[src/core/urx_pkg.sv]
package urx_pkg;
    // wishbone register byte offsets
    localparam logic [3:0] ctrl_off = 4'h0;
    localparam logic [3:0] baud_off = 4'h4;
    localparam logic [3:0] stat_off = 4'h8;
    localparam logic [3:0] data_off = 4'hc;
    // control field positions
    localparam int ctl_en = 0;
    localparam int ctl_dbl = 1;
    localparam int ctl_addr = 2;
    localparam int ctl_par_en = 3;
    localparam int ctl_par_odd = 4;
    localparam int ctl_size_lo = 5;
    localparam int ctl_size_hi = 7;
    // status field positions
    localparam int st_rxc = 0;
    localparam int st_fe = 1;
    localparam int st_dor = 2;
    localparam int st_pe = 3;
    localparam int st_b8 = 4;
    // sampling, frame size, buffer and reset constants
    localparam logic [3:0] smp_last_norm = 4'hf;
    localparam logic [3:0] smp_last_dbl = 4'h7;
    localparam logic [3:0] vote_first_norm = 4'h8;
    localparam logic [3:0] vote_first_dbl = 4'h4;
    localparam logic [3:0] smp_one = 4'h1;
    localparam logic [2:0] size_nine = 3'h7;
    localparam logic [2:0] size_five = 3'h0;
    localparam logic [1:0] fifo_depth = 2'h2;
    localparam logic [11:0] baud_reset = 12'h000;
    localparam logic [2:0] size_reset = 3'h3;
    typedef enum logic [2:0] {urx_idle, urx_start, urx_data, urx_par, urx_stop} urx_state_t;
endpackage

[src/core/urx_fifo_if.sv]
`timescale 1ns/1ps
interface urx_fifo_if;
    logic wr;
    logic [11:0] wdata;
    logic rd;
    logic flush;
    logic [11:0] rdata;
    logic [1:0] count;
    modport wr_side (output wr, output wdata, output rd, output flush,
                     input rdata, input count);
    modport mem_side (input wr, input wdata, input rd, input flush,
                      output rdata, output count);
endinterface

[src/core/urx_recv.sv]
`timescale 1ns/1ps
module urx_recv
(
    // clock and reset
    input wire logic clock,
    input wire logic rst,
    // wishbone slave
    input wire logic wb_cyc_i,
    input wire logic wb_stb_i,
    input wire logic wb_we_i,
    input wire logic [3:0] wb_adr_i,
    input wire logic [3:0] wb_sel_i,
    input wire logic [31:0] wb_dat_i,
    output logic [31:0] wb_dat_o,
    output logic wb_ack_o,
    // serial line
    input wire logic serial_rx_pin
);
    urx_fifo_if fif ();
    urx_fifo u_fifo (.clock(clock), .rst(rst), .f(fif));

    logic rx_s1_r;
    logic rx_s2_r;
    logic [7:0] ctrl_r;
    logic [11:0] baud_divider_value;
    logic [11:0] div_cnt_r;
    logic tick;
    logic [3:0] smp_r;
    logic [2:0] votes_r;
    logic [3:0] bit_cnt_r;
    logic [8:0] shift_r;
    logic par_r;
    logic prev_rx_r;
    logic dor_pend_r;
    logic dor_r;
    urx_pkg::urx_state_t state_r;
    logic enable;
    logic double_speed_sel;
    logic addr_filter_mode;
    logic [2:0] size_sel;
    logic [3:0] nbits;
    logic [3:0] smp_last;
    logic [3:0] vote_first;
    logic in_vote;
    logic vote_end;
    logic voted;
    logic bit_end;
    logic done;
    logic stop_val;
    logic frame_type;
    logic keep;
    logic par_err;
    logic [8:0] data_al;
    logic wb_hit;
    logic rd_pop;
    logic [3:0] smp_after_edge;
    logic [4:0] stat_bits;

    assign enable = ctrl_r[urx_pkg::ctl_en];
    assign double_speed_sel = ctrl_r[urx_pkg::ctl_dbl];
    // filter mode only gates received frames; there is no transmit path here
    assign addr_filter_mode = ctrl_r[urx_pkg::ctl_addr];
    assign size_sel = ctrl_r[urx_pkg::ctl_size_hi:urx_pkg::ctl_size_lo];
    // size 0..4 gives 5..9 data bits, larger codes mean nine; with parity 6..10
    assign nbits = (size_sel > 3'h4) ? 4'h9 : 4'(size_sel + 3'h5);
    // samples per bit and centre window by speed
    assign smp_last = double_speed_sel ? urx_pkg::smp_last_dbl : urx_pkg::smp_last_norm;
    assign vote_first = double_speed_sel ? urx_pkg::vote_first_dbl : urx_pkg::vote_first_norm;
    assign in_vote = (smp_r >= vote_first) && (smp_r <= 4'(vote_first + 4'h2));
    assign vote_end = tick && (smp_r == 4'(vote_first + 4'h2));
    assign bit_end = tick && (smp_r == smp_last);
    // the edge sample is number one, so the count resumes at two
    assign smp_after_edge = 4'(urx_pkg::smp_one + urx_pkg::smp_one);
    // two of three wins; last sample folded in combinationally
    assign voted = (votes_r[1] & votes_r[0]) | ((votes_r[1] | votes_r[0]) & rx_s2_r);

    // two-flop synchroniser on the pin
    always_ff @(posedge clock or posedge rst)
    begin
        if (rst)
        begin
            rx_s1_r <= 1'b1;
            rx_s2_r <= 1'b1;
        end
        else
        begin
            rx_s1_r <= serial_rx_pin;
            rx_s2_r <= rx_s1_r;
        end
    end

    // sample tick at 16x or 8x bit rate from the divider
    assign tick = (div_cnt_r == 12'h000);
    always_ff @(posedge clock or posedge rst)
    begin
        if (rst)
            div_cnt_r <= 12'h000;
        else if (tick)
            div_cnt_r <= baud_divider_value;
        else
            div_cnt_r <= 12'(div_cnt_r - 12'h001);
    end

    // frame end and filter decision
    assign stop_val = voted;
    assign data_al = shift_r >> (4'h9 - nbits);
    // ninth bit for nine-bit frames, else first stop bit
    assign frame_type = (nbits == 4'h9) ? data_al[8] : stop_val;
    // type one is address; drop data frames while filtering
    assign keep = !addr_filter_mode || frame_type;
    assign done = (state_r == urx_pkg::urx_stop) && vote_end;
    assign par_err = ctrl_r[urx_pkg::ctl_par_en] &&
                     ((^data_al) ^ par_r ^ ctrl_r[urx_pkg::ctl_par_odd]);

    // receive state machine
    always_ff @(posedge clock or posedge rst)
    begin
        if (rst)
        begin
            state_r <= urx_pkg::urx_idle;
            smp_r <= 4'h0;
            votes_r <= 3'h0;
            bit_cnt_r <= 4'h0;
            shift_r <= 9'h000;
            par_r <= 1'b0;
            prev_rx_r <= 1'b1;
        end
        else if (!enable)
        begin
            state_r <= urx_pkg::urx_idle;
            // follow the line so enabling onto a low line is no edge
            prev_rx_r <= rx_s2_r;
        end
        else if (tick)
        begin
            prev_rx_r <= rx_s2_r;
            smp_r <= (smp_r == smp_last) ? 4'h0 : 4'(smp_r + 4'h1);
            if (in_vote)
                votes_r <= {votes_r[1:0], rx_s2_r};
            unique case (state_r)
                urx_pkg::urx_idle:
                begin
                    // falling edge: this sample is number one
                    if (prev_rx_r && !rx_s2_r)
                    begin
                        state_r <= urx_pkg::urx_start;
                        smp_r <= smp_after_edge;
                    end
                end
                urx_pkg::urx_start:
                begin
                    // mostly-high centre means a noise spike
                    if (vote_end && voted)
                        state_r <= urx_pkg::urx_idle;
                    else if (bit_end)
                    begin
                        state_r <= urx_pkg::urx_data;
                        bit_cnt_r <= 4'h0;
                    end
                end
                urx_pkg::urx_data:
                begin
                    if (vote_end)
                        shift_r <= {voted, shift_r[8:1]};
                    if (bit_end)
                    begin
                        bit_cnt_r <= 4'(bit_cnt_r + 4'h1);
                        if (bit_cnt_r == 4'(nbits - 4'h1))
                            state_r <= ctrl_r[urx_pkg::ctl_par_en] ?
                                       urx_pkg::urx_par : urx_pkg::urx_stop;
                    end
                end
                urx_pkg::urx_par:
                begin
                    if (vote_end)
                        par_r <= voted;
                    if (bit_end)
                        state_r <= urx_pkg::urx_stop;
                end
                urx_pkg::urx_stop:
                begin
                    // only first stop bit; hunt for a new edge after its votes
                    if (vote_end)
                    begin
                        // history keeps the last vote sample, so a low stop is no edge
                        state_r <= urx_pkg::urx_idle;
                    end
                end
                default:
                    state_r <= urx_pkg::urx_idle;
            endcase
        end
    end

    // overrun: frame arrives while buffer full; dropped frames do not count
    always_ff @(posedge clock or posedge rst)
    begin
        if (rst)
            dor_pend_r <= 1'b0;
        else if (!enable)
            dor_pend_r <= 1'b0;
        else if (done && keep)
            dor_pend_r <= (fif.count == urx_pkg::fifo_depth) && !rd_pop;
    end

    // push frame with its error bits
    assign fif.wr = done && keep;
    assign fif.wdata = {dor_pend_r, par_err, !stop_val, data_al};
    assign fif.flush = !enable;
    assign fif.rd = rd_pop;

    // sticky overrun shown until the next successful store
    always_ff @(posedge clock or posedge rst)
    begin
        if (rst)
            dor_r <= 1'b0;
        else if (!enable)
            dor_r <= 1'b0;
        else if (done && keep)
            dor_r <= (fif.count == urx_pkg::fifo_depth) && !rd_pop;
    end

    // head frame flags in status order; overrun also shows a loss not yet stored
    always_comb
    begin
        stat_bits = 5'h00;
        stat_bits[urx_pkg::st_rxc] = 1'b1;
        stat_bits[urx_pkg::st_fe] = fif.rdata[9];
        stat_bits[urx_pkg::st_dor] = dor_r | fif.rdata[11];
        stat_bits[urx_pkg::st_pe] = fif.rdata[10];
        stat_bits[urx_pkg::st_b8] = fif.rdata[8];
    end

    // wishbone decode: one-cycle ack, reading data pops the buffer
    assign wb_hit = wb_cyc_i && wb_stb_i && !wb_ack_o;
    assign rd_pop = wb_hit && !wb_we_i && (wb_adr_i == urx_pkg::data_off);

    // control registers; byte lane 0 / lanes 0-1 only
    always_ff @(posedge clock or posedge rst)
    begin
        if (rst)
        begin
            ctrl_r <= {urx_pkg::size_reset, 5'h00};
            baud_divider_value <= urx_pkg::baud_reset;
        end
        else if (wb_hit && wb_we_i)
        begin
            if (wb_adr_i == urx_pkg::ctrl_off && wb_sel_i[0])
                ctrl_r <= wb_dat_i[7:0];
            if (wb_adr_i == urx_pkg::baud_off)
            begin
                if (wb_sel_i[0])
                    baud_divider_value[7:0] <= wb_dat_i[7:0];
                if (wb_sel_i[1])
                    baud_divider_value[11:8] <= wb_dat_i[11:8];
            end
        end
    end

    // ack and read data
    always_ff @(posedge clock or posedge rst)
    begin
        if (rst)
        begin
            wb_ack_o <= 1'b0;
            wb_dat_o <= 32'h00000000;
        end
        else
        begin
            wb_ack_o <= wb_hit;
            wb_dat_o <= 32'h00000000;
            if (wb_hit && !wb_we_i)
            begin
                unique case (wb_adr_i)
                    urx_pkg::ctrl_off: wb_dat_o <= {24'h000000, ctrl_r};
                    urx_pkg::baud_off: wb_dat_o <= {20'h00000, baud_divider_value};
                    urx_pkg::stat_off:
                        // flags valid only while a frame is readable
                        wb_dat_o <= (fif.count == 2'h0) ? 32'h00000000 :
                            {27'h0000000, stat_bits};
                    urx_pkg::data_off:
                        wb_dat_o <= (fif.count == 2'h0) ? 32'h00000000 :
                            {23'h000000, fif.rdata[8:0]};
                    default: wb_dat_o <= 32'h00000000;
                endcase
            end
        end
    end
endmodule

[src/core/urx_fifo.sv]
`timescale 1ns/1ps
// two-entry receive buffer; head word comes out of a register
module urx_fifo
(
    // clock and reset
    input wire logic clock,
    input wire logic rst,
    // buffer port
    urx_fifo_if.mem_side f
);
    logic [11:0] mem_r [0:1];
    logic [1:0] cnt_r;
    logic [11:0] head_r;
    logic wp_r;
    logic rp_r;
    logic do_wr;
    logic do_rd;

    assign do_rd = f.rd && (cnt_r != 2'h0);
    assign do_wr = f.wr && (cnt_r != urx_pkg::fifo_depth || do_rd);
    assign f.count = cnt_r;
    assign f.rdata = head_r;

    // pointers and count
    always_ff @(posedge clock or posedge rst)
    begin
        if (rst)
        begin
            cnt_r <= 2'h0;
            wp_r <= 1'b0;
            rp_r <= 1'b0;
        end
        else if (f.flush)
        begin
            cnt_r <= 2'h0;
            wp_r <= 1'b0;
            rp_r <= 1'b0;
        end
        else
        begin
            if (do_wr)
                wp_r <= ~wp_r;
            if (do_rd)
                rp_r <= ~rp_r;
            cnt_r <= 2'(cnt_r + {1'b0, do_wr} - {1'b0, do_rd});
        end
    end

    // storage, no reset needed
    always_ff @(posedge clock)
    begin
        if (do_wr)
            mem_r[wp_r] <= f.wdata;
    end

    // registered head: write into empty or pop onto the second word
    always_ff @(posedge clock or posedge rst)
    begin
        if (rst)
            head_r <= 12'h000;
        else if (do_wr && (cnt_r == 2'h0 || (cnt_r == 2'h1 && do_rd)))
            head_r <= f.wdata;
        else if (do_rd)
            head_r <= mem_r[~rp_r];
    end
endmodule

[config.mk]
export PLATFORM = sky130hd
export DESIGN_NAME = urx_recv
export DESIGN_NICKNAME = d
export VERILOG_FILES = /design/src/core/urx_pkg.sv /design/src/core/urx_fifo_if.sv /design/src/core/urx_recv.sv /design/src/core/urx_fifo.sv
export SDC_FILE = /design/constraint.sdc
export NUM_CORES = 1
export LEC_CHECK = 0
export ABC_CLOCK_PERIOD_IN_PS = 4400
export BUFFER_PORTS_ARGS = -buffer_cell sky130_fd_sc_hd__buf_2
export CORE_MARGIN = 2
export CORE_UTILIZATION = 45
export CTS_CLUSTER_SIZE = 8
export DETAILED_ROUTE_END_ITERATION = 16
export PLACE_DENSITY = 0.68
export SETUP_SLACK_MARGIN = 0.02
export SYNTH_ARGS = -nofsm -noshare
export SYNTH_HDL_FRONTEND = slang
export SYNTH_SLANG_ARGS = --single-unit
[constraint.sdc]
create_clock -name clock -period 4.4 [get_ports clock]
set_input_delay 1.32 -clock clock [delete_from_list [all_inputs] [get_ports clock]]
set_output_delay 1.32 -clock clock [all_outputs]
set_load 0.01 [all_outputs]
=== Word level (Yosys, flattened, before mapping) ===
Memory sizes are Yosys's and may differ from the RTL's.
Index checks and enable logic that the tools add are counted.

* Add/sub/neg operators: 9
* $lt $le $gt $ge: 3
* Equal/unequal tests: 27
* Shifts and indexed selects: 1
* Muxes and demuxes: 40
* Bitwise operators: 9
* Reductions and logical operators: 45

{| class="wikitable"
|+ Operator list
! kind !! count
|-
| $mux W12 || 4
|-
| $pmux W12 S4 || 1
|-
| $mux W4 || 9
|-
| $mux W3 || 10
|-
| $logic_and A1 B1 Y1 || 19
|-
| $ne A3 B3 Y1 const B || 5
|-
| $pmux W3 S5 || 1
|-
| $eq A4 B4 Y1 || 3
|-
| $eq A4 B4 Y1 const B || 3
|-
| $logic_not A12 Y1 || 1
|-
| $sub A12 B1 Y12 const B || 1
|-
| $mux W1 || 11
|-
| $mux W9 || 1
|-
| $reduce_and A3 Y1 || 3
|-
| $reduce_xor A9 Y1 || 1
|-
| $shr A9 B4 Y9 || 1
|-
| $add A4 B1 Y4 const B || 2
|-
| $ne A2 B1 Y1 const B || 4
|-
| $ne A2 B2 Y1 const B || 4
|-
| $pmux W4 S2 || 1
|-
| $reduce_and A4 Y1 || 2
|-
| $reduce_and A7 Y1 || 1
|-
| $eq A3 B2 Y1 const B || 2
|-
| $logic_not A1 Y1 || 6
|-
| other kinds (28) || 38
|}

* Flip-flop bits (word level): 108
* Bits in writable memories: 24
* Output and inout bits: 33
* Word-level logic and storage cells: 155
* Memories: 1

{| class="wikitable"
|+ Memories
! memory !! depth !! width !! rd ports !! clocked after memory_dff !! wr ports !! line !! RTL
|-
| u_fifo.mem_r || 2 || 12 || 1 || 0 || 1 || urx_fifo.sv:11 || <nowiki>logic [11:0] mem_r [0:1];</nowiki>
|}

=== Longest topological paths before layout ===
Gate-level depths: netlist of run 1.

* Depth after elaboration: 11
* Gate-level depth with buffers: 18
* Gate-level depth less buffers: 15

=== Modules after synthesis ===
From an unflattened synthesis of run 1, not the netlist that was laid out.

* Cell total of the unflattened synthesis: 636
* Area, all modules: 6,311.1 µm²

{| class="wikitable"
|+ Modules (own cells, without submodules)
! module !! times used !! cells each !! area each (µm²) !! sequential area each (µm²)
|-
| urx_recv || 1 || 499 || 4,526.8 || 1,808.0
|-
| urx_fifo || 1 || 137 || 1,784.2 || 1,121.1
|}

=== Least setup slack after synthesis of run 1 ===
Ideal clock, no wire load.

* Path type: register to register
* Start point: reg ctrl_r[5]
* End point: mem u_fifo.mem_r[0][0], enable pin
* Arrival: 3,505 ps
* Data required time: 4,018 ps
* Setup slack: 513 ps
* Stages on the path, launching flop included: 13
* Clock period less this slack: 3,887 ps
* Cells stage by stage: dfstp_2 > buf_6 > inv_2 > ha_1 > clkbuf_1 > nand2_1 > ha_1 > nor2b_1 > mux2i_2 > o311ai_2 > nand4_1 > or2_1 > nor2_1

* Cells in the longest elaborated chain, start to end: 10

{| class="wikitable"
|+ RTL lines
! item !! line !! RTL
|-
| start, declared || urx_recv.sv:24 || <nowiki>logic [7:0] ctrl_r;</nowiki>
|-
| start signal, assigned || urx_recv.sv:243 || <nowiki>ctrl_r <= {urx_pkg::size_reset, 5'h00};</nowiki>
|-
| start signal, assigned || urx_recv.sv:249 || <nowiki>ctrl_r <= wb_dat_i[7:0];</nowiki>
|-
| $add A3 B3 Y4 or $gt A3 B3 Y1 (tied branches) || urx_recv.sv:65 || <nowiki>assign nbits = (size_sel > 3'h4) ? 4'h9 : 4'(size_sel + 3'h5);</nowiki>
|-
| $mux W4 * || urx_recv.sv:65 ||
|-
| $sub A4 B4 Y4 || urx_recv.sv:106 || <nowiki>assign data_al = shift_r >> (4'h9 - nbits);</nowiki>
|-
| $shr A9 B4 Y9 || urx_recv.sv:106 ||
|-
| $mux W1 * || urx_recv.sv:108 || <nowiki>assign frame_type = (nbits == 4'h9) ? data_al[8] : stop_val;</nowiki>
|-
| $logic_or A1 B1 Y1 * || urx_recv.sv:110 || <nowiki>assign keep = !addr_filter_mode || frame_type;</nowiki>
|-
| $logic_and A1 B1 Y1 * || urx_recv.sv:207 || <nowiki>assign fif.wr = done && keep;</nowiki>
|-
| $logic_and A1 B1 Y1 * || urx_fifo.sv:20 || <nowiki>assign do_wr = f.wr && (cnt_r != urx_pkg::fifo_depth || do_rd);</nowiki>
|-
| $mux W1 * || urx_fifo.sv:52 || <nowiki>if (do_wr)</nowiki>
|-
| $mux W1 (implied by the code) * || urx_fifo.sv:53 || <nowiki>mem_r[wp_r] <= f.wdata;</nowiki>
|-
| end, declared || urx_fifo.sv:11 ||
|}

Mark *: on every way between the ends. The rest lies on a longest branch, timed or not.

=== Worst setup path after layout of run 1 ===
* Start point: reg ctrl_r[6]
* End point: mem u_fifo.mem_r[1][3], enable pin

The elaborated chain is that of the path after synthesis.

==> results of run 1 <==
-- layout by cell type (no fill, tap or decap), types with 4 or more instances in the layout --
master     count
a21oi_1       27
a22oi_1        5
a31oi_1       10
and2_1        10
and3_1         6
buf_2         36
buf_4         12
clkbuf_16     10
conb_1        20
dfrtp_1       83
dfstp_2        5
edfxtp_1      24
ha_1          13
inv_1         22
mux2_2        33
mux2i_1       20
nand2_1       62
nand2b_1       4
nand3_1       12
nand4_1        6
nor2_1        52
nor2b_1       11
nor3_1         8
o211ai_1       7
o21a_1         4
o21ai_0       38
o21ai_1       10
o31ai_1        7
or3_1          5
xnor2_1       11
xor2_1         5
-- power by group through the flow --
stage / clock, mW / sequential, mW / combinational, mW
2_1_floorplan: 0 / 1.21 / 0.353
3_3_place_gp: 0 / 1.23 / 0.408
3_5_place_dp: 0 / 1.24 / 0.420
4_1_cts: 0.838 / 1.22 / 0.423
5_1_grt: 0.888 / 1.23 / 0.476
6_report: 0.824 / 1.22 / 0.423
-- final cells by class --
cell class	instances	area [um^2]	area share
Timing Repair Buffer	48	270	0.0397
Multi-Input combinational cell	447	2990	0.439
Tap cell	180	225	0.0331
Clock inverter	4	45.0	0.00661
Inverter	24	91.3	0.0134
Sequential cell	112	2930	0.430
Clock buffer	12	258	0.0378
-- state kept, by name, indices dropped and copies added (netlist names) --
signal / cells
u_fifo.wp_r: 1
prev_rx_r: 1
ctrl_r: 8
par_r: 1
wb_dat_o: 12
wb_ack_o: 1
bit_cnt_r: 4
u_fifo.rp_r: 1
rx_s1_r: 1
u_fifo.mem_r: 24
baud_divider_value: 12
u_fifo.f.count: 2
dor_r: 1
state_r: 3
u_fifo.f.rdata: 12
smp_r: 4
shift_r: 9
rx_s2_r: 1
div_cnt_r: 12
votes_r: 2
-- synthesized netlist by cell type, types with 3 or more instances --
master | count | area share
and2_1 | 10 | 0.010
a222oi_1 | 3 | 0.0048
nor2b_1 | 11 | 0.011
nand3_1 | 12 | 0.0096
nand2b_1 | 4 | 0.0040
o21ai_1 | 10 | 0.0080
nand2_1 | 62 | 0.037
inv_1 | 23 | 0.014
a211oi_1 | 3 | 0.0036
buf_2 | 8 | 0.0064
xnor2_1 | 11 | 0.015
buf_4 | 22 | 0.026
a22oi_1 | 5 | 0.0060
o221ai_1 | 3 | 0.0042
nor3_1 | 8 | 0.0064
a21oi_1 | 27 | 0.022
o21ai_0 | 38 | 0.030
or3_1 | 5 | 0.0050
ha_1 | 13 | 0.026
clkbuf_1 | 11 | 0.0066
o21a_1 | 4 | 0.0048
nand4_1 | 6 | 0.0060
mux2i_1 | 20 | 0.032
edfxtp_1 | 24 | 0.12
o211ai_1 | 7 | 0.0084
and3_1 | 6 | 0.0060
buf_6 | 6 | 0.011
mux2_2 | 33 | 0.059
a31oi_1 | 10 | 0.010
o31ai_1 | 7 | 0.0084
nor2_1 | 52 | 0.031
xor2_1 | 5 | 0.0070
dfstp_2 | 5 | 0.021
dfrtp_1 | 83 | 0.33
-- path summary, 6_finish.rpt --
path                            from                    end  slack [ns]
setup reg to reg           ctrl_r[6]     u_fifo.mem_r[1][3]        0.51
max in group asynchronous        rst           div_cnt_r[6]        2.43
setup / recovery           ctrl_r[6]     u_fifo.mem_r[1][3]        0.51
hold reg to reg              rx_s1_r                rx_s2_r        0.36
min in group asynchronous        rst  baud_divider_value[0]        1.16
hold / removal               rx_s1_r                rx_s2_r        0.36
-- metal layers --
layer	vias to the layer above	part of all wire	routed length, um	global-route usage
met3	12	0.048	651	0.0463
met2	118	0.48	6450	0.323
met5	-	0	0	0
li1	2208	-	-	-
met4	0	0.013	170	0.0503
met1	2239	0.46	6170	0.253
-- through the flow --
step / power, mW / worst slack (ns) / hold slack (ns)
2_1_floorplan: 1.56 / 0.513 / 0.345
3_3_place_gp: 1.64 / 0.617 / 0.346
3_5_place_dp: 1.66 / 0.533 / 0.349
4_1_cts: 2.48 / 0.525 / 0.359
5_1_grt: 2.59 / 0.267 / 0.366
6_report: 2.47 / 0.508 / 0.359
-- cells by family (layout without fill, tap and decap cells) --
kind of cell    Yosys count  in the layout  synth area share
simple gates            196            196             0.153
compound gates          144            144             0.159
flops                   112            112             0.468
buf+inv                  73             88            0.0658
mux                      55             55            0.0960
xor+xnor                 19             19            0.0312
fa+ha+maj                13             13            0.0260
other cells               1             20          0.000599
-- critical path, delay by kind of cell, from the launching register on --
family | cells | cell delay, ns
fa+ha+maj | 2 | 0.64
simple gates | 6 | 1.31
flops | 1 | 0.66
mux | 1 | 0.19
compound gates | 1 | 0.37
buf+inv | 3 | 0.40
==> results.sh, run 1 <==
export IMPL_outcome="completed"
export IMPL_crit_path_max_fanout=20
export IMPL_hpwl_um=9510
export IMPL_ys_warnings_count=0
export IMPL_cts_tree="yes"
export IMPL_overflow=0
export IMPL_place_congestion=0.875
export IMPL_final_cell_area_um2=6810
export IMPL_diodes=0
export IMPL_die_w_um=122
export IMPL_initial_core_util=0.456
export IMPL_drt_iter0_markers=479
export IMPL_ctsHtreeMaxLevel=3
export IMPL_end_kind="register"
export IMPL_finClkSkew_ns=0.00779
export IMPL_rows=43
export IMPL_cts_resized=0
export IMPL_max_freq_ghz=0.257
export IMPL_cts_made_buffers=9
export IMPL_p_sw_uw=716
export IMPL_post_dp_cell_area_um2=6510
export IMPL_wl_um=13400
export IMPL_post_cts_buffers=0
export IMPL_first_pass_iters=4
export IMPL_ys_types=78
export IMPL_netlist_instances=613
export IMPL_power_report_internal_total_mw=1.75
export IMPL_clk_latency_ns=0.36
export IMPL_cts_buffer_depth=2
export IMPL_cts_root_buf="clkbuf_16"
export IMPL_fin_cells=827
export IMPL_syn_area_per_cell_um2=10.2
export IMPL_worstPathCellList="inv_1 -> ha_1 -> nand2b_4 -> nand2_1 -> ha_1 -> nor2b_1 -> mux2i_2 -> o311ai_2 -> nand4_1 -> or2_1 -> inv_1 -> and2_1 -> buf_4"
export IMPL_ir_worst_vdd_mv=0.203
export IMPL_worst_pin_slew_ns=1.03
export IMPL_core_area_um2=13700
export IMPL_max_slew_margin_rel=0.311
export IMPL_ys_seq_area_frac=0.468
export IMPL_drcViolationCount=0
export IMPL_worstHoldPathCells=0
export IMPL_pwr_share_clk=0.334
export IMPL_arrival_ns=3.95
export IMPL_ys_ff_latch=112
export IMPL_gr_usage_all_layers=0.193
export IMPL_syn_area_um2=6260
export IMPL_dr_total_vias=4577
export IMPL_grt_max_degree=59
export IMPL_power_density_nw_per_um2=362
export IMPL_reg2regPathDepth=13
export IMPL_io_pins=79
export IMPL_slowest_delay_ns=0.66
export IMPL_synth_enable_flop_cells=24
export IMPL_ant_nets=0
export IMPL_grt_pass1_vias=4420
export IMPL_setup_viol=0
export IMPL_rsz0062_at_grt="false"
export IMPL_timing_setup_tns_ns=0
export IMPL_path_clk_slew_ns=0.07
export IMPL_crit_required_ns=4.46
export IMPL_cap_violations=0
export IMPL_period_needed_ns=3.89
export IMPL_p_comb_frac=0.172
export IMPL_hold_violations=0
export IMPL_finalNetCount=701
export IMPL_n_fill_cell=1260
export IMPL_layout_drive_gt1_share=0.196
export IMPL_seq_power_share=0.494
export IMPL_slew_viol_final=0
export IMPL_crit_path_start_kind="register"
export IMPL_hold_buffers=0
export IMPL_die_h_um=122
export IMPL_total_leakage_power_nw=2.89
export IMPL_hp_class="register to register"
export IMPL_synth_async_sr_flop_share=0.786
export IMPL_path_class="register to register"
export IMPL_antenna_found_initial=0
export IMPL_grt_pass1_wl_um=22400
export IMPL_yosys_most_used_dff="dfrtp_1"
export IMPL_vias_per_cell=5.53
export IMPL_cts_num_sinks=112
export IMPL_syn_to_final_growth_pct=8.88
export IMPL_dp_cells=811
export IMPL_netSwitchingFraction=0.290
export IMPL_worst_path_max_delay_cell="dfstp_2"
export IMPL_routedWlPerCell_um=16.2
export IMPL_numPortBuffers=36
export IMPL_fp_dieArea_um2=14900
export IMPL_fin_util=0.496
export IMPL_period_share=0.885
Power figures use the tool's default switching activity.
==> inputs of run 2 (changes only) <==
- CTS_BUF_LIST: unset -> sky130_fd_sc_hd__clkbuf_4 sky130_fd_sc_hd__clkbuf_8 sky130_fd_sc_hd__clkbuf_16
==> results.sh, run 2 (synthesis gave the netlist of run 1 again) <==
export IMPL_netSwitchingFraction=0.289
export IMPL_p_total_mw=2.48
export IMPL_worstPathCellList="inv_1 -> ha_1 -> nand2b_4 -> nand2_1 -> ha_1 -> nor2b_1 -> mux2i_2 -> o311ai_2 -> nand4_1 -> or2_1 -> inv_1 -> and2_1 -> buf_4"
export IMPL_largest_register="u_fifo.mem_r"
export IMPL_r2r_slack_ns=0.50
export IMPL_rows=43
export IMPL_fp_dieArea_um2=14900
export IMPL_path_clk_slew_ns=0.07
export IMPL_total_leakage_power_nw=2.90
export IMPL_grt_max_degree=59
export IMPL_cts_buffer_depth=2
export IMPL_dp_cells=811
export IMPL_pwr_share_clk=0.338
export IMPL_period_needed_ns=3.90
export IMPL_max_freq_ghz=0.257
export IMPL_timing_setup_tns_ns=0
export IMPL_end_kind="register"
export IMPL_wl_um=13400
export IMPL_overflow=0
export IMPL_worst_path_max_delay_cell="dfstp_2"
export IMPL_hpwl_um=9510
export IMPL_cts_made_buffers=9
export IMPL_die_w_um=122
export IMPL_die_h_um=122
export IMPL_timing_critical_path_buf_inv=3
export IMPL_final_cell_mix="dfrtp_1 (83), nand2_1 (62), nor2_1 (52)"
export IMPL_diodes=0
export IMPL_core_area_um2=13700
export IMPL_cap_violations=0
export IMPL_hold_violations=0
export IMPL_drcViolationCount=0
export IMPL_fin_util=0.497
export IMPL_cts_num_sinks=112
export IMPL_cts_tree="yes"
export IMPL_first_pass_iters=7
export IMPL_drt_met1_wl_um=6120
export IMPL_initial_core_util=0.456
export IMPL_cp_top_family="simple AND/OR/NAND/NOR gates"
export IMPL_slew_viol_final=0
export IMPL_numPortBuffers=36
export IMPL_path_class="register to register"
export IMPL_grt_pass1_wl_um=22400
export IMPL_rsz0062_at_grt="false"
export IMPL_syn_to_final_growth_pct=9.00
export IMPL_p_comb_frac=0.171
export IMPL_cts_resized=0
export IMPL_slowest_delay_ns=0.66
export IMPL_power_report_internal_total_mw=1.76
export IMPL_finalNetCount=701
export IMPL_period_share=0.886
export IMPL_arrival_ns=3.95
export IMPL_final_common_cell="dfrtp_1"
export IMPL_dr_total_vias=4590
export IMPL_hp_class="register to register"
export IMPL_vias_per_cell=5.55
export IMPL_fin_cells=827
export IMPL_layout_drive_gt1_share=0.199
export IMPL_drt_iter0_markers=474
export IMPL_power_density_nw_per_um2=364
export IMPL_antenna_found_initial=0
export IMPL_setup_viol=0
export IMPL_fin_hold_ws_ns=0.359
export IMPL_routedWlPerCell_um=16.2
export IMPL_ir_worst_vdd_mv=0.204
export IMPL_gr_usage_all_layers=0.193
export IMPL_cts_root_buf="clkbuf_16"
export IMPL_largest_reg_flops=24
export IMPL_outcome="completed"
export IMPL_finClkSkew_ns=0.00725
export IMPL_crit_path_start_kind="register"
export IMPL_clk_latency_ns=0.36
export IMPL_dr_max_layer_used="met4"
export IMPL_post_cts_buffers=0
export IMPL_grt_pass1_vias=4420
export IMPL_worst_pin_slew_ns=1.03
export IMPL_hold_buffers=0
export IMPL_wl_met2_um=6450
export IMPL_crit_path_max_fanout=20
export IMPL_io_pins=79
export IMPL_crit_required_ns=4.46
export IMPL_p_sw_uw=717
export IMPL_wl_met3_um=691
export IMPL_ctsHtreeMaxLevel=3
export IMPL_ant_nets=0
export IMPL_place_congestion=0.875
export IMPL_max_slew_margin_rel=0.312
export IMPL_seq_power_share=0.492
==> run 2: path summary, 6_finish.rpt <==
kind                       startpoint            endpoint  depth (start not counted)
min in group asynchronous         rst            smp_r[3]                          2
hold / removal                rx_s1_r             rx_s2_r                          0
max in group asynchronous         rst        div_cnt_r[6]                          3
setup reg to reg            ctrl_r[6]  u_fifo.mem_r[1][0]                         13
setup / recovery            ctrl_r[6]  u_fifo.mem_r[1][0]                         13
hold reg to reg               rx_s1_r             rx_s2_r                          0
==> run 2: power by group through the flow <==
stage | clock, mW | sequential [mW] | combinational, mW
final | 0.837 | 1.22 | 0.423
after global routing | 0.900 | 1.23 | 0.476
after CTS | 0.850 | 1.22 | 0.423
after detailed placement | 0 | 1.24 | 0.420
after global placement | 0 | 1.23 | 0.408
after floorplan | 0 | 1.21 | 0.353
==> run 2: area by class of cell <==
class | instances | area, um^2
clock buffer | 12 | 265
sequential | 112 | 2930
inverter | 24 | 91.3
tap | 180 | 225
clock inverter | 4 | 45.0
fill | 1259 | 6900
timing repair buffer | 48 | 270
multi-input combinational | 447 | 2990
==> run 2: per-stage QoR <==
stage                     area, um^2  worst slack [ns]
after floorplan                 6330             0.513
after global placement          6510             0.617
after detailed placement        6510             0.533
after CTS                       6820             0.525
after global routing            6820             0.267
final                           6820             0.503
==> run 2: layer usage <==
layer  up-vias  track usage
li1       2207            -
met1      2245        0.253
met2       126        0.323
met3        12       0.0463
met4         0       0.0503
met5         -            0
==> inputs of run 3 (changes only) <==
- ABC_AREA: unset -> 1
- PLACE_DENSITY: 0.68 -> 0.67
==> results.sh, run 3 <==
export IMPL_gr_usage_all_layers=0.206
export IMPL_cts_buffer_depth=2
export IMPL_finalWorstSetupSlack_ns=0.941
export IMPL_synth_most_common_cell="nand2_1"
export IMPL_place_congestion=0.877
export IMPL_syn_to_final_growth_pct=9.01
export IMPL_worst_pin_slew_ns=0.677
export IMPL_end_kind="register"
export IMPL_initial_core_util=0.456
export IMPL_yosys_most_used_dff="dfrtp_1"
export IMPL_grt_pass1_vias=4596
export IMPL_final_cell_mix="nand2_1 (192), inv_1 (94), dfrtp_1 (83)"
export IMPL_cts_root_buf="clkbuf_16"
export IMPL_wl_um=14200
export IMPL_worstReg2RegEnd="u_fifo.mem_r[0][10]"
export IMPL_cap_violations=0
export IMPL_ys_types=47
export IMPL_clk_latency_ns=0.36
export IMPL_ir_worst_vdd_mv=0.222
export IMPL_ant_nets=0
export IMPL_finClkSkew_ns=0.0114
export IMPL_netlist_instances=760
export IMPL_reg2regPathDepth=19
export IMPL_outcome="completed"
export IMPL_dr_total_vias=4903
export IMPL_arrival_ns=3.56
export IMPL_setup_viol=0
export IMPL_period_needed_ns=3.46
export IMPL_core_area_um2=13800
export IMPL_cts_made_buffers=9
export IMPL_synth_area_leaders="dfrtp_1 (33%), edfxtp_1 (11%), nand2_1 (11%)"
export IMPL_final_common_cell="nand2_1"
export IMPL_drt_iter0_markers=343
export IMPL_path_clk_slew_ns=0.08
export IMPL_synth_top_cell_area_share=0.330
export IMPL_yosysTopAreaCell="dfrtp_1"
export IMPL_fin_cells=979
export IMPL_place_ws_ns=0.989
export IMPL_largest_register="u_fifo.mem_r"
export IMPL_crit_required_ns=4.50
export IMPL_cts_resized=0
export IMPL_synth_enable_flop_cells=24
export IMPL_rsz0062_at_grt="false"
export IMPL_fin_util=0.498
export IMPL_largest_reg_flops=24
export IMPL_routedWlPerCell_um=14.5
export IMPL_finalNetCount=853
export IMPL_cts_num_sinks=112
export IMPL_antenna_found_initial=0
export IMPL_post_cts_buffers=0
export IMPL_path_class="register to register"
export IMPL_ys_ff_latch=112
export IMPL_synth_commonest_cells="nand2_1 (192), inv_1 (95), dfrtp_1 (83)"
export IMPL_drcViolationCount=0
export IMPL_io_pins=79
export IMPL_crit_path_start_kind="register"
export IMPL_syn_area_per_cell_um2=8.27
export IMPL_ys_warnings_count=0
export IMPL_fin_hold_ws_ns=0.357
export IMPL_synth_async_sr_flop_share=0.786
export IMPL_crit_start="ctrl_r[6]"
export IMPL_hp_class="register to register"
export IMPL_power_density_nw_per_um2=348
export IMPL_overflow=0
export IMPL_r2r_slack_ns=0.94
export IMPL_period_share=0.786
export IMPL_r2r_start="ctrl_r[6]"
export IMPL_ys_seq_area_frac=0.466
export IMPL_fp_dieArea_um2=14900
export IMPL_dp_cells=963
export IMPL_die_h_um=122
export IMPL_layout_drive_gt1_share=0.143
export IMPL_crit_path_max_fanout=14
export IMPL_die_w_um=122
export IMPL_ctsHtreeMaxLevel=3
export IMPL_cts_tree="yes"
export IMPL_grt_max_degree=89
export IMPL_vias_per_cell=5.01
export IMPL_max_slew_margin_rel=0.545
export IMPL_hold_violations=0
export IMPL_hpwl_um=10400
export IMPL_total_leakage_power_nw=3.27
export IMPL_numPortBuffers=36
export IMPL_first_pass_iters=4
export IMPL_slew_viol_final=0
export IMPL_timing_setup_tns_ns=0
export IMPL_rows=43
export IMPL_diodes=0
export IMPL_crit_end="u_fifo.mem_r[0][10]"
export IMPL_syn_area_um2=6290
export IMPL_hold_buffers=0
export IMPL_grt_pass1_wl_um=23600
export IMPL_max_freq_ghz=0.289
[run 3: cell types whose count changed after synthesis, moves of 7 or more]
cell | previous run | this run
nor2b_1 | 11 | 0
nand2_2 | 1 | 10
nand3_1 | 12 | 77
mux2i_1 | 20 | 1
mux2_2 | 33 | 2
inv_1 | 23 | 95
nand2_1 | 62 | 192
and2_1 | 10 | 0
o21ai_1 | 10 | 0
o21ai_0 | 38 | 48
o211ai_2 | 0 | 7
a31oi_1 | 10 | 3
[run 3: through the flow]
step                power [mW]  area (um^2)
global route              2.51         6850
global placement          1.55         6550
floorplan                 1.48         6360
detailed placement        1.56         6550
finish                    2.39         6850
CTS                       2.40         6850
[run 3: routing by layer]
layer / wire [um] / vias to the layer above / GRT usage
met3: 492 / 23 / 0.0323
met4: 363 / 0 / 0.0833
met2: 6400 / 85 / 0.312
met1: 6930 / 2287 / 0.296
li1: - / 2508 / -
met5: 0 / - / 0
[run 3: worst max-delay path: stages (launching register included)]
cell and delay (ns):
dfstp_2 0.58, inv_1 0.07, ha_1 0.19, inv_1 0.09, nand2_4 0.14, nand2_4 0.20, ha_1 0.34, inv_1 0.29
nand3_4 0.17, inv_2 0.16, nand3_1 0.14, nand2_1 0.19, nand2_1 0.09, nand2_1 0.06, nand2_1 0.06, nand2_1 0.06
nand2_1 0.06, nand2_1 0.06, nand2_1 0.05, and3_1 0.19
[run 3: power breakdown]
part,leakage [nW],switching [mW],internal (mW)
Clock,0.150,0.394,0.448
Sequential,1.33,0.0473,1.11
Combinational,1.79,0.250,0.134
Total,3.27,0.691,1.69
[run 3: cell families after synthesis]
kind of cell             synth area share
AO/OA/AOI/OAI                       0.106
XOR/XNOR                           0.0237
adder cells (fa/ha/maj)            0.0259
buffers and inverters               0.101
flip-flops                          0.466
multiplexers                      0.00517
other                            0.000596
AND/OR/NAND/NOR                     0.271
[run 3: worst min path at each step]
stage          endpoint  cells past startpoint  slack, ns  startpoint
6_report        rx_s2_r                      0       0.36     rx_s1_r
4_1_cts         rx_s2_r                      0       0.36     rx_s1_r
3_3_place_gp    rx_s2_r                      0       0.35     rx_s1_r
3_5_place_dp    rx_s2_r                      0       0.35     rx_s1_r
2_1_floorplan   rx_s2_r                      0       0.35     rx_s1_r
5_1_grt         rx_s2_r                      0       0.37     rx_s1_r
[run 3: area by class of cell]
type | count | area (um^2)
Fill cell | 1374 | 6920
Sequential cell | 112 | 2930
Multi-Input combinational cell | 529 | 2790
Inverter | 102 | 384
Clock buffer | 9 | 225
Tap cell | 180 | 225
Timing Repair Buffer | 40 | 223
Clock inverter | 7 | 76.3
